$ cat config.mk
export PLATFORM = sky130hd
export DESIGN_NAME = fifo_top
export DESIGN_NICKNAME = d
export VERILOG_FILES = /design/src/fifo_pkg.sv /design/src/fifo_storage.sv /design/src/fifo_occupancy.sv /design/src/fifo_top.sv
export SDC_FILE = /design/constraint.sdc
export NUM_CORES = 1
export LEC_CHECK = 0
export ABC_CLOCK_PERIOD_IN_PS = 4700
export BUFFER_PORTS_ARGS = -buffer_cell sky130_fd_sc_hd__buf_2
export CORE_MARGIN = 2
export CORE_UTILIZATION = 39
export CTS_CLUSTER_DIAMETER = 60
export DETAILED_ROUTE_END_ITERATION = 7
export GPL_TIMING_DRIVEN = 0
export HOLD_SLACK_MARGIN = 0.08
export SLEW_MARGIN = 20
export SYNTH_ARGS = -nofsm -noshare
export SYNTH_HDL_FRONTEND = slang
export SYNTH_SLANG_ARGS = --single-unit
$ cat constraint.sdc
create_clock -name pclk -period 4.7 [get_ports pclk]
set_clock_uncertainty 0.2 [all_clocks]
set_input_delay 0.705 -clock pclk [delete_from_list [all_inputs] [get_ports pclk]]
set_output_delay 0.705 -clock pclk [all_outputs]
set_load 0.005 [all_outputs]
$ cat src/fifo_pkg.sv
// Shared constants for the single-clock 9-bit buffer with APB control.
// Assumes one clock domain; offsets are byte addresses of 32-bit words.
package fifo_pkg;

    // Data path shape
    localparam int DATA_W = 9;
    localparam int DEPTH  = 64;

    // APB register byte offsets
    localparam logic [7:0] A_CTRL     = 8'h00;
    localparam logic [7:0] A_STATUS   = 8'h04;
    localparam logic [7:0] A_AE_OFF   = 8'h08;
    localparam logic [7:0] A_AF_OFF   = 8'h0C;
    localparam logic [7:0] A_INT_STAT = 8'h10;
    localparam logic [7:0] A_INT_MASK = 8'h14;

    // Control register fields
    localparam int CTRL_FLUSH_BIT = 0;

    // Status register fields
    localparam int ST_FULL_N_BIT  = 0;
    localparam int ST_EMPTY_N_BIT = 1;
    localparam int ST_AE_N_BIT    = 2;
    localparam int ST_AF_N_BIT    = 3;
    localparam int ST_MODE_BIT    = 4;
    localparam int ST_COUNT_LSB   = 16;

    // Interrupt event bits, same layout in status and mask
    localparam int EV_FULL  = 0;
    localparam int EV_EMPTY = 1;
    localparam int EV_AE    = 2;
    localparam int EV_AF    = 3;
    localparam int EV_OVER  = 4;
    localparam int EV_UNDER = 5;
    localparam int EV_W     = 6;

    // Offset reset values
    localparam int AE_OFF_RST = 7;
    localparam int AF_OFF_RST = 7;

    // Bus answer constants
    localparam logic [31:0] RD_ZERO = 32'h0000_0000;

    // What the dual-purpose write pin was strapped to at reset
    typedef enum logic {MODE_LOAD, MODE_ENABLE} pin_mode_t;

    // Which offset the next load strobe writes
    typedef enum logic {LOAD_AE, LOAD_AF} load_sel_t;

endpackage

$ cat src/fifo_storage.sv
// Word array with write and read pointers and a registered read port.
// Assumes the caller only requests writes when not full and reads when not empty.
`timescale 1ns/1ps
module fifo_storage #(
    parameter int DATA_W = fifo_pkg::DATA_W,
    parameter int DEPTH  = fifo_pkg::DEPTH
) (
    input  wire logic              pclk,
    input  wire logic              presetn,
    input  wire logic              flush,
    input  wire logic              wr,
    input  wire logic [DATA_W-1:0] wdata,
    input  wire logic              rd,
    output logic      [DATA_W-1:0] rdata_q
);
    localparam int ADDR_W = $clog2(DEPTH);

    logic [DATA_W-1:0] mem [DEPTH];
    logic [ADDR_W-1:0] wptr_q;
    logic [ADDR_W-1:0] rptr_q;

    // Array holds no reset: contents are meaningless until written
    always_ff @(posedge pclk) begin
        if (wr) begin
            mem[wptr_q] <= wdata;
        end
    end

    // Pointers wrap naturally since depth is a power of two
    always_ff @(posedge pclk or negedge presetn) begin
        if (!presetn) begin
            wptr_q <= '0;
            rptr_q <= '0;
        end else if (flush) begin
            wptr_q <= '0;
            rptr_q <= '0;
        end else begin
            if (wr) wptr_q <= wptr_q + ADDR_W'(1);
            if (rd) rptr_q <= rptr_q + ADDR_W'(1);
        end
    end

    // Output word low out of reset, updated only on an accepted read
    always_ff @(posedge pclk or negedge presetn) begin
        if (!presetn) begin
            rdata_q <= '0;
        end else if (rd) begin
            rdata_q <= mem[rptr_q];
        end
    end
endmodule

$ cat src/fifo_occupancy.sv
// Word count and the four active-low status flags, all registered.
// Assumes wr and rd are already qualified against full and empty.
`timescale 1ns/1ps
module fifo_occupancy #(
    parameter int DEPTH = fifo_pkg::DEPTH
) (
    input  wire logic                       pclk,
    input  wire logic                       presetn,
    input  wire logic                       flush,
    input  wire logic                       wr,
    input  wire logic                       rd,
    input  wire logic [$clog2(DEPTH)-1:0]   ae_off,
    input  wire logic [$clog2(DEPTH)-1:0]   af_off,
    output logic      [$clog2(DEPTH):0]     count_q,
    output logic                            full_n_q,
    output logic                            empty_n_q,
    output logic                            ae_n_q,
    output logic                            af_n_q
);
    localparam int CNT_W = $clog2(DEPTH) + 1;
    localparam logic [CNT_W-1:0] DEPTH_C = CNT_W'(DEPTH);

    logic [CNT_W-1:0] count_d;
    logic [CNT_W-1:0] af_level;

    // Next occupancy; a simultaneous write and read cancel
    assign count_d  = flush ? '0 : count_q + CNT_W'(wr) - CNT_W'(rd);
    assign af_level = DEPTH_C - {1'b0, af_off};

    // Flags follow the same edge that moves the count: one clock, so skew is always met
    always_ff @(posedge pclk or negedge presetn) begin
        if (!presetn) begin
            count_q   <= '0;
            full_n_q  <= 1'b1;
            empty_n_q <= 1'b0;
            ae_n_q    <= 1'b0;
            af_n_q    <= 1'b1;
        end else begin
            count_q   <= count_d;
            full_n_q  <= count_d != DEPTH_C;
            empty_n_q <= count_d != '0;
            ae_n_q    <= count_d >= {1'b0, ae_off};
            af_n_q    <= count_d < af_level;
        end
    end
endmodule

$ cat src/fifo_top.sv
// Behaviour
// - full flag releases on the clock after a read
// - empty flag releases on the clock after a write
// - clocks may keep running during reset
// - pin high at reset makes it second write enable
// - pin low at reset makes it offset load strobe
// - outputs low when enabled, released when not, after reset
// - first word readable the cycle after empty releases
// - first word latency is one clock at the empty boundary
// - almost-empty updates on the edge that moved the count
// - almost-empty low when count below programmed offset
// - almost-full low when count reaches depth minus offset
// - almost-full updates on the edge that moved the count
//
// Top of the 9-bit buffer: pin-level write and read ports, APB control.
// Assumes all pins and the APB master are synchronous to pclk.
//
// Implementation choices: register access over APB and the register offsets.
`timescale 1ns/1ps
module fifo_top #(
    parameter int DATA_W = fifo_pkg::DATA_W,
    parameter int DEPTH  = fifo_pkg::DEPTH
) (
    input  wire logic              pclk,
    input  wire logic              presetn,
    input  wire logic [7:0]        paddr,
    input  wire logic              psel,
    input  wire logic              penable,
    input  wire logic              pwrite,
    input  wire logic [31:0]       pwdata,
    output logic      [31:0]       prdata,
    output logic                   pready,
    output logic                   pslverr,
    input  wire logic [DATA_W-1:0] wdata,
    input  wire logic              primary_write_enable_n,
    input  wire logic              write_enable_two_or_load,
    input  wire logic              read_enable_n,
    input  wire logic              output_enable_n,
    output logic      [DATA_W-1:0] rdata,
    output logic                   rdata_oe,
    output logic                   full_flag_n,
    output logic                   empty_flag_n,
    output logic                   almost_empty_flag_n,
    output logic                   almost_full_flag_n,
    output logic                   irq
);
    localparam int ADDR_W = $clog2(DEPTH);
    localparam int CNT_W  = ADDR_W + 1;

    // Detects a flag that has just gone to its active low level
    function automatic logic fell(input logic prev, input logic now);
        return prev & ~now;
    endfunction

    // Strap capture and pin mode
    logic                  strap_pending_q;
    fifo_pkg::pin_mode_t   mode_q;
    fifo_pkg::load_sel_t   load_sel_q;

    // Programmable offsets
    logic [ADDR_W-1:0]     ae_off_q;
    logic [ADDR_W-1:0]     af_off_q;

    // Flags from the occupancy tracker and their previous values
    logic [CNT_W-1:0]      count;
    logic                  full_n;
    logic                  empty_n;
    logic                  ae_n;
    logic                  af_n;
    logic                  full_n_prev_q;
    logic                  empty_n_prev_q;
    logic                  ae_n_prev_q;
    logic                  af_n_prev_q;

    // Interrupt state
    logic [fifo_pkg::EV_W-1:0] int_stat_q;
    logic [fifo_pkg::EV_W-1:0] int_mask_q;
    logic [fifo_pkg::EV_W-1:0] events;

    // APB state
    logic                  pready_q;
    logic                  pslverr_q;
    logic [31:0]           prdata_q;
    logic                  flush_q;
    logic                  oe_q;

    // Pin decode
    wire  wr_en_level   = ~primary_write_enable_n;
    wire  pin_level     = write_enable_two_or_load;
    wire  enable_mode   = mode_q == fifo_pkg::MODE_ENABLE;
    wire  data_strobe   = wr_en_level & pin_level & ~strap_pending_q;
    wire  load_strobe   = wr_en_level & ~pin_level & ~enable_mode & ~strap_pending_q;
    wire  wr_req        = data_strobe;
    wire  rd_req        = ~read_enable_n;
    wire  wr_ok         = wr_req & full_n & ~flush_q;
    wire  rd_ok         = rd_req & empty_n & ~flush_q;

    // APB decode
    wire  apb_access    = psel & penable & ~pready_q;
    wire  apb_done      = psel & penable & pready_q;
    wire  apb_wr        = apb_done & pwrite & ~pslverr_q;
    wire  hit_ctrl      = paddr == fifo_pkg::A_CTRL;
    wire  hit_status    = paddr == fifo_pkg::A_STATUS;
    wire  hit_ae        = paddr == fifo_pkg::A_AE_OFF;
    wire  hit_af        = paddr == fifo_pkg::A_AF_OFF;
    wire  hit_istat     = paddr == fifo_pkg::A_INT_STAT;
    wire  hit_imask     = paddr == fifo_pkg::A_INT_MASK;
    wire  hit_any       = hit_ctrl | hit_status | hit_ae | hit_af | hit_istat | hit_imask;
    wire  wr_ctrl       = apb_wr & hit_ctrl;
    wire  wr_ae         = apb_wr & hit_ae;
    wire  wr_af         = apb_wr & hit_af;
    wire  wr_istat      = apb_wr & hit_istat;
    wire  wr_imask      = apb_wr & hit_imask;

    // Read data selection; unmapped words read as zero
    logic [31:0] status_word;
    logic [31:0] rd_word;
    always_comb begin
        status_word = fifo_pkg::RD_ZERO;
        status_word[fifo_pkg::ST_FULL_N_BIT]  = full_n;
        status_word[fifo_pkg::ST_EMPTY_N_BIT] = empty_n;
        status_word[fifo_pkg::ST_AE_N_BIT]    = ae_n;
        status_word[fifo_pkg::ST_AF_N_BIT]    = af_n;
        status_word[fifo_pkg::ST_MODE_BIT]    = enable_mode;
        status_word[fifo_pkg::ST_COUNT_LSB +: CNT_W] = count;
    end

    assign rd_word = hit_status ? status_word :
                     hit_ae     ? {{(32-ADDR_W){1'b0}}, ae_off_q} :
                     hit_af     ? {{(32-ADDR_W){1'b0}}, af_off_q} :
                     hit_istat  ? {{(32-fifo_pkg::EV_W){1'b0}}, int_stat_q} :
                     hit_imask  ? {{(32-fifo_pkg::EV_W){1'b0}}, int_mask_q} :
                     fifo_pkg::RD_ZERO;

    // Events: a flag reaching its active level, or a refused request
    assign events[fifo_pkg::EV_FULL]  = fell(full_n_prev_q, full_n);
    assign events[fifo_pkg::EV_EMPTY] = fell(empty_n_prev_q, empty_n);
    assign events[fifo_pkg::EV_AE]    = fell(ae_n_prev_q, ae_n);
    assign events[fifo_pkg::EV_AF]    = fell(af_n_prev_q, af_n);
    assign events[fifo_pkg::EV_OVER]  = wr_req & ~full_n;
    assign events[fifo_pkg::EV_UNDER] = rd_req & ~empty_n;

    // Occupancy and flags
    fifo_occupancy #(
        .DEPTH     (DEPTH)
    ) u_occ (
        .pclk      (pclk),
        .presetn   (presetn),
        .flush     (flush_q),
        .wr        (wr_ok),
        .rd        (rd_ok),
        .ae_off    (ae_off_q),
        .af_off    (af_off_q),
        .count_q   (count),
        .full_n_q  (full_n),
        .empty_n_q (empty_n),
        .ae_n_q    (ae_n),
        .af_n_q    (af_n)
    );

    // Word storage; its read register drives the data pins directly
    fifo_storage #(
        .DATA_W  (DATA_W),
        .DEPTH   (DEPTH)
    ) u_mem (
        .pclk    (pclk),
        .presetn (presetn),
        .flush   (flush_q),
        .wr      (wr_ok),
        .wdata   (wdata),
        .rd      (rd_ok),
        .rdata_q (rdata)
    );

    // Strap capture on the first edge after release; async reset may only load constants
    always_ff @(posedge pclk or negedge presetn) begin
        if (!presetn) begin
            strap_pending_q <= 1'b1;
            mode_q          <= fifo_pkg::MODE_ENABLE;
        end else if (strap_pending_q) begin
            strap_pending_q <= 1'b0;
            mode_q          <= pin_level ? fifo_pkg::MODE_ENABLE : fifo_pkg::MODE_LOAD;
        end
    end

    // Offsets: a bus write wins over a pin load in the same cycle
    always_ff @(posedge pclk or negedge presetn) begin
        if (!presetn) begin
            ae_off_q   <= ADDR_W'(fifo_pkg::AE_OFF_RST);
            af_off_q   <= ADDR_W'(fifo_pkg::AF_OFF_RST);
            load_sel_q <= fifo_pkg::LOAD_AE;
        end else if (wr_ae | wr_af) begin
            if (wr_ae) ae_off_q <= pwdata[ADDR_W-1:0];
            if (wr_af) af_off_q <= pwdata[ADDR_W-1:0];
        end else if (load_strobe) begin
            if (load_sel_q == fifo_pkg::LOAD_AE) begin
                ae_off_q   <= wdata[ADDR_W-1:0];
                load_sel_q <= fifo_pkg::LOAD_AF;
            end else begin
                af_off_q   <= wdata[ADDR_W-1:0];
                load_sel_q <= fifo_pkg::LOAD_AE;
            end
        end
    end

    // Output enable follows the pin one clock later; data register is low from reset
    always_ff @(posedge pclk or negedge presetn) begin
        if (!presetn) begin
            oe_q <= 1'b0;
        end else begin
            oe_q <= ~output_enable_n;
        end
    end

    // Previous flag levels for event detection
    always_ff @(posedge pclk or negedge presetn) begin
        if (!presetn) begin
            full_n_prev_q  <= 1'b1;
            empty_n_prev_q <= 1'b0;
            ae_n_prev_q    <= 1'b0;
            af_n_prev_q    <= 1'b1;
        end else begin
            full_n_prev_q  <= full_n;
            empty_n_prev_q <= empty_n;
            ae_n_prev_q    <= ae_n;
            af_n_prev_q    <= af_n;
        end
    end

    // Sticky status: a new event outranks a write-one clear in the same cycle
    always_ff @(posedge pclk or negedge presetn) begin
        if (!presetn) begin
            int_stat_q <= '0;
            int_mask_q <= '0;
            irq        <= 1'b0;
        end else begin
            int_stat_q <= (int_stat_q & ~(wr_istat ? pwdata[fifo_pkg::EV_W-1:0] : '0)) | events;
            if (wr_imask) int_mask_q <= pwdata[fifo_pkg::EV_W-1:0];
            irq        <= |(int_stat_q & int_mask_q);
        end
    end

    // Flush is a one-cycle pulse from the control register
    always_ff @(posedge pclk or negedge presetn) begin
        if (!presetn) begin
            flush_q <= 1'b0;
        end else begin
            flush_q <= wr_ctrl & pwdata[fifo_pkg::CTRL_FLUSH_BIT];
        end
    end

    // APB: one wait state, answer registered in the first access cycle
    always_ff @(posedge pclk or negedge presetn) begin
        if (!presetn) begin
            pready_q  <= 1'b0;
            pslverr_q <= 1'b0;
            prdata_q  <= fifo_pkg::RD_ZERO;
        end else begin
            pready_q  <= apb_access;
            pslverr_q <= apb_access & ~hit_any;
            prdata_q  <= (apb_access & ~pwrite) ? rd_word : fifo_pkg::RD_ZERO;
        end
    end

    assign prdata              = prdata_q;
    assign pready              = pready_q;
    assign pslverr             = pslverr_q;
    assign rdata_oe            = oe_q;
    assign full_flag_n         = full_n;
    assign empty_flag_n        = empty_n;
    assign almost_empty_flag_n = ae_n;
    assign almost_full_flag_n  = af_n;
endmodule

# Yosys cells after proc, flatten, opt, wreduce, memory -nomap -nowiden
# Memory sizes are Yosys's and may differ from the RTL's. A register that Yosys moved wholly into a read port is not among the register bits.
# Cells that the tools add are included.
# classes
n_addsub	5
n_lt_le_gt_ge	2
eq_ne	9
mux	24
bitwise	54
reduce_logical	11
# op_table
cell	count
$mux 6	17
$mux 23	2
$and 1x1->1	28
$eq 8x4->1 const B	2
$eq 8x5->1 const B	2
$not 1->1	16
$add 6x1->6 const B	2
$and 6x6->6	2
$eq 8x3->1 const B	1
$logic_not 8->1	1
$reduce_bool 2->1	4
$add 7x1->7	1
$ge 7x6->1	1
$lt 7x7->1	1
$mux 7	1
$ne 7x7->1 const B	1
$reduce_bool 7->1	1
$sub 7x1->7	1
$sub 7x6->7 const A	1
$not 6->6	1
$or 1x1->1	6
$or 6x6->6	1
$reduce_and 3->1	2
$reduce_or 6->1	1
other kinds (5)	9
# word_totals
ff_bits	82
mem_bits_rw	576
in_bits	58
output_inout_bits	49
word_cells	130
n_memories	1
# memory_table
memory	words	width	rd	rd_clocked_by_memory_dff	wr	line	source
u_mem.mem	64	9	1	1	1	fifo_storage.sv:18	logic [DATA_W-1:0] mem [DEPTH];

# Longest topological paths before layout
# depth
depth_word	9
ltp_mapped	19
mapped_depth_nobuf	18

# Modules after synthesis
# From an unflattened synthesis, not the netlist that was laid out.
# hier_totals
cells_unflattened	1575
area_unflattened_um2	27064.7
# modules_own_cells
module	n_inst	cells_per_inst	area_each_um2	seq_area_each_um2
fifo_storage	1	1213	23527.6	17822.1
fifo_top	1	245	2486.1	1238.7
fifo_occupancy	1	117	1051.0	277.8

# Worst setup path after synthesis
# OpenSTA, ideal clock, no wires.
# synth_timing
path_type	input-to-reg
from	input port primary_write_enable_n
to	register u_occ.af_n_q
setup_time_ps	73
arrival_time_ps	4005
required_ps	4427
path_slack_ps	422
cell_stages	18
n_path_buf	0
cell_sequence	nor2_1 -> nand3_1 -> nor2_1 -> inv_1 -> ha_1 -> inv_1 -> ha_1 -> fa_1 -> a21o_1 -> a21oi_1 -> xnor2_1 -> nor2_1 -> ha_1 -> or3_1 -> o21ai_0 -> a21oi_1 -> maj3_1 -> a21oi_1
# synth_via
elab_chain_len	9
# synth_rtl
item	line	source
start, declared	fifo_top.sv:35	input wire logic primary_write_enable_n,
$not 1->1	fifo_top.sv:88	wire wr_en_level = ~primary_write_enable_n;
$and 1x1->1 (2 in a row)	fifo_top.sv:91	wire data_strobe = wr_en_level & pin_level & ~strap_pending_q;
$and 1x1->1 (2 in a row)	fifo_top.sv:95	wire wr_ok = wr_req & full_n & ~flush_q;
$add 7x1->7	fifo_occupancy.sv:27	assign count_d = flush ? '0 : count_q + CNT_W'(wr) - CNT_W'(rd);
$sub 7x1->7	fifo_occupancy.sv:27	
$mux 7	fifo_occupancy.sv:27	
net u_occ.count_d[4]	fifo_occupancy.sv:23	logic [CNT_W-1:0] count_d;
$lt 7x7->1	fifo_occupancy.sv:43	af_n_q <= count_d < af_level;
end signal, assigned	fifo_occupancy.sv:43	
end, declared	fifo_occupancy.sv:18	output logic af_n_q
# The timed path passes the listed nets, and every way through them passes these cells.
# A chain may end at the register's enable or synchronous reset.

# Worst setup path after layout
# layout_timing
from	register u_occ.full_n_q
to	register u_occ.af_n_q
# layout_via
elab_chain_len	6
# layout_rtl
item	line	source
start, declared	fifo_occupancy.sv:15	output logic full_n_q,
start signal, assigned	fifo_occupancy.sv:34	full_n_q <= 1'b1;
start signal, assigned	fifo_occupancy.sv:40	full_n_q <= count_d != DEPTH_C;
$and 1x1->1 (2 in a row)	fifo_top.sv:95	
$add 7x1->7	fifo_occupancy.sv:27	
$sub 7x1->7	fifo_occupancy.sv:27	
$mux 7	fifo_occupancy.sv:27	
net u_occ.count_d[4]	fifo_occupancy.sv:23	
$lt 7x7->1	fifo_occupancy.sv:43	
# The timed path passes the listed nets, and every way through them passes these cells.

==> metrics.yaml <==
synthMostInstantiatedCell: "edfxtp_1"
min_to: "flush_q"
fillers: 5696
synth.distinct_cells: 56
slew_headroom: 0.279
grt_max_degree: 66
cts-root-buf: "clkbuf_16"
core_um2: 67400
whs_ns: 0.171
hold_depth: 3
powerDensity_nw_per_um2: 576
crit_path_start_kind: "flop"
synth-adder-area-share: 0.0109
numCtsBuffers: 69
yosys.area.top_type: "edfxtp_1"
critical_path_class: "reg -> reg"
yosysSeqAreaShare: 0.727
grt_use_total: 0.183
num_io_pins: 107
setup_viol: 0
avgViaCountPerCell: 5.53
leakagePower_uw: 0.0104
synth_compound_area_frac: 0.0350
num_rows: 95
fin_crit_sh: 0.954
critPathSlowestCell: "dfstp_2"
ff2ff_path_depth: 17
wire_per_inst_um: 25.0
syn_area_um2: 26600
synth_seq_cells: 657
antenna_left: 0
cts.clk_slew.worst_paths_ns: 0.05
rsz0062_at_grt: "no"
r2r-start: "u_occ.full_n_q"
cp_cell_sequence: "nand3_2, nor2_4, inv_1, ha_1, inv_1, ha_1, fa_1, a21o_1, a21oi_1, xnor2_1, nor2_1, ha_1, or3_1, o21ai_0, a21oi_1, maj3_1, a21oi_1"
drtPass1Iterations: 5
maxCapViolCount: 0
start_util: 0.395
n_antenna_cell: 0
path_max_fanout: 7
total_power_uw: 17600
hp-class: "in -> reg"
synth_ff_type: "edfxtp_1"
avgSynthCellArea_um2: 18.1
port_buffers: 61
grt_pass1_vias: 14140
cts_setup_buffers: 0
cts_sinks: 657
synth_xor_area_frac: 0.00593
synthMuxAreaShare: 0.142
clock_latency_ns: 0.61
placed_cells: 2430
r2r-end: "u_occ.af_n_q"
finalHoldViolations: 0
drc: 0
synth_area_leaders: "edfxtp_1, mux4_2, dfrtp_1, mux2i_1, nor2_1"
min_period_ns: 4.48
dp_hpwl_mm: 41.6
tightest_slew_ns: 1.05
final-instance-count-excl-fill: 2556
synth_edf_count: 576
syn_inst: 1470
layout-drive-gt1-share: 0.238
synth_common_cells: "edfxtp_1, mux4_2, nor2_1, mux2i_1, dfrtp_1"
die_area_um2: 70300
synth_top_area_frac: 0.650
status: "complete, no violations"
min_from: "pwdata[0]"
max_stage_delay_ns: 0.63
arrival_ns: 4.81
endpoint_kind: "flop"
routed_wl_mm: 64.0
rrSetupSlack_ns: 0.22
clock_path_buffers: 3
antenna_found_initial: 0
grt_pass1_wl_mm: 93.7
gr-total-overflow: 0
die_w_um: 265
area.growth.synth_to_final_pct: 14.6
synth_top_family_by_area: "multiplexers"
ir_drop_mv: 0.348
nets: 1708
critical_path_required_ns: 5.03
yosys.area_share.simple: 0.0523
drtIter0Drc: 1504
gp_congestion: 0.882
htreeDepth: 3
fmax_mhz: 223
tritoncts: "built"
die_h_um: 265
ys_warn_count: 0
vias: 14147
finalMaxSlewViolations: 0
async_flop_share: 0.123
[critical path, delay by kind of cell, from the launching register on]
kind	cells	cell delay [ns]
flops	1	0.63
fa+ha+maj	5	1.59
simple gates	4	0.89
xor+xnor	1	0.15
buf+inv	2	0.24
compound gates	5	0.71
[cell usage in the layout (no fill, tap or decap), types with 21 or more instances in the layout]
cell	count
clkbuf_16	70
buf_4	40
mux2i_1	84
a21oi_1	27
inv_1	30
clkbuf_1	37
nand2_1	46
dfrtp_1	69
buf_2	81
mux4_2	126
a211oi_1	25
nor2b_1	21
edfxtp_1	576
nor2_1	110
[through the flow]
step	worst slack [ns]	TNS (ns)	cell area, µm²	utilization
global route	0.00675	0	30500	0.453
CTS	0.0191	0	30500	0.452
global placement	-0.592	-1.13	28100	0.417
detailed placement	-0.603	-1.15	28200	0.418
floorplan	0.422	0	26700	-
finish	0.218	0	30500	0.453
[how the worst max path moves through the flow]
stage	cells after the start	from	slack, ns	to
after global routing	17	u_occ.full_n_q	0.007	u_occ.af_n_q
after global placement	20	read_enable_n	-0.59	u_occ.af_n_q
after CTS	17	u_occ.full_n_q	0.02	u_occ.af_n_q
after floorplan	18	primary_write_enable_n	0.42	u_occ.af_n_q
final	17	u_occ.full_n_q	0.22	u_occ.af_n_q
after detailed placement	20	read_enable_n	-0.60	u_occ.af_n_q
[timing repair]
action	CTS	global route
pin swaps	0	0
endpoints found under the setup margin	2	2
hold buffers	3	0
endpoints found under the hold margin	32	0
gates resized for setup	5	4
[metal layers]
metal / vias up / track usage / wire length, µm
li1: 6135 / - / -
met1: 7373 / 0.254 / 27400
met2: 541 / 0.293 / 30600
met3: 98 / 0.0326 / 4360
met4: 0 / 0.0608 / 1640
met5: - / 0 / 0
[report_power, final]
part           total (µW)  internal, µW  switching (µW)
sequential           6840          6630             207
clock                5460          3200            2260
combinational        5260          2200            3060
total               17600         12000            5520
[cell type report]
cell class / instances / area, µm² / area share
plain buffers: 96 / 589 / 0.0193
clock buffers: 82 / 1810 / 0.0592
clock inverters: 43 / 444 / 0.0146
inverters: 31 / 116 / 0.00382
multi-input cells: 703 / 6680 / 0.219
flip-flops and latches: 657 / 19300 / 0.634
well taps: 873 / 1090 / 0.0358
repair buffers: 71 / 433 / 0.0142
[registers in the layout, summed over array words and instances (netlist names), 7 cells and up]
signal / flops
u_occ.count_q: 7
u_mem.rdata_q: 9
u_mem.mem: 576
prdata: 13
[cell families (layout without fill, tap and decap cells)]
kind of cell             Yosys count  after routing
AO/OA/AOI/OAI                    137            137
multiplexers                     219            219
XOR/XNOR                          18             18
buffers and inverters            129            323
adder cells (fa/ha/maj)           23             23
flip-flops                       657            657
other                              1             20
AND/OR/NAND/NOR                  286            286
Note: power is estimated with default switching activity, not from simulation.
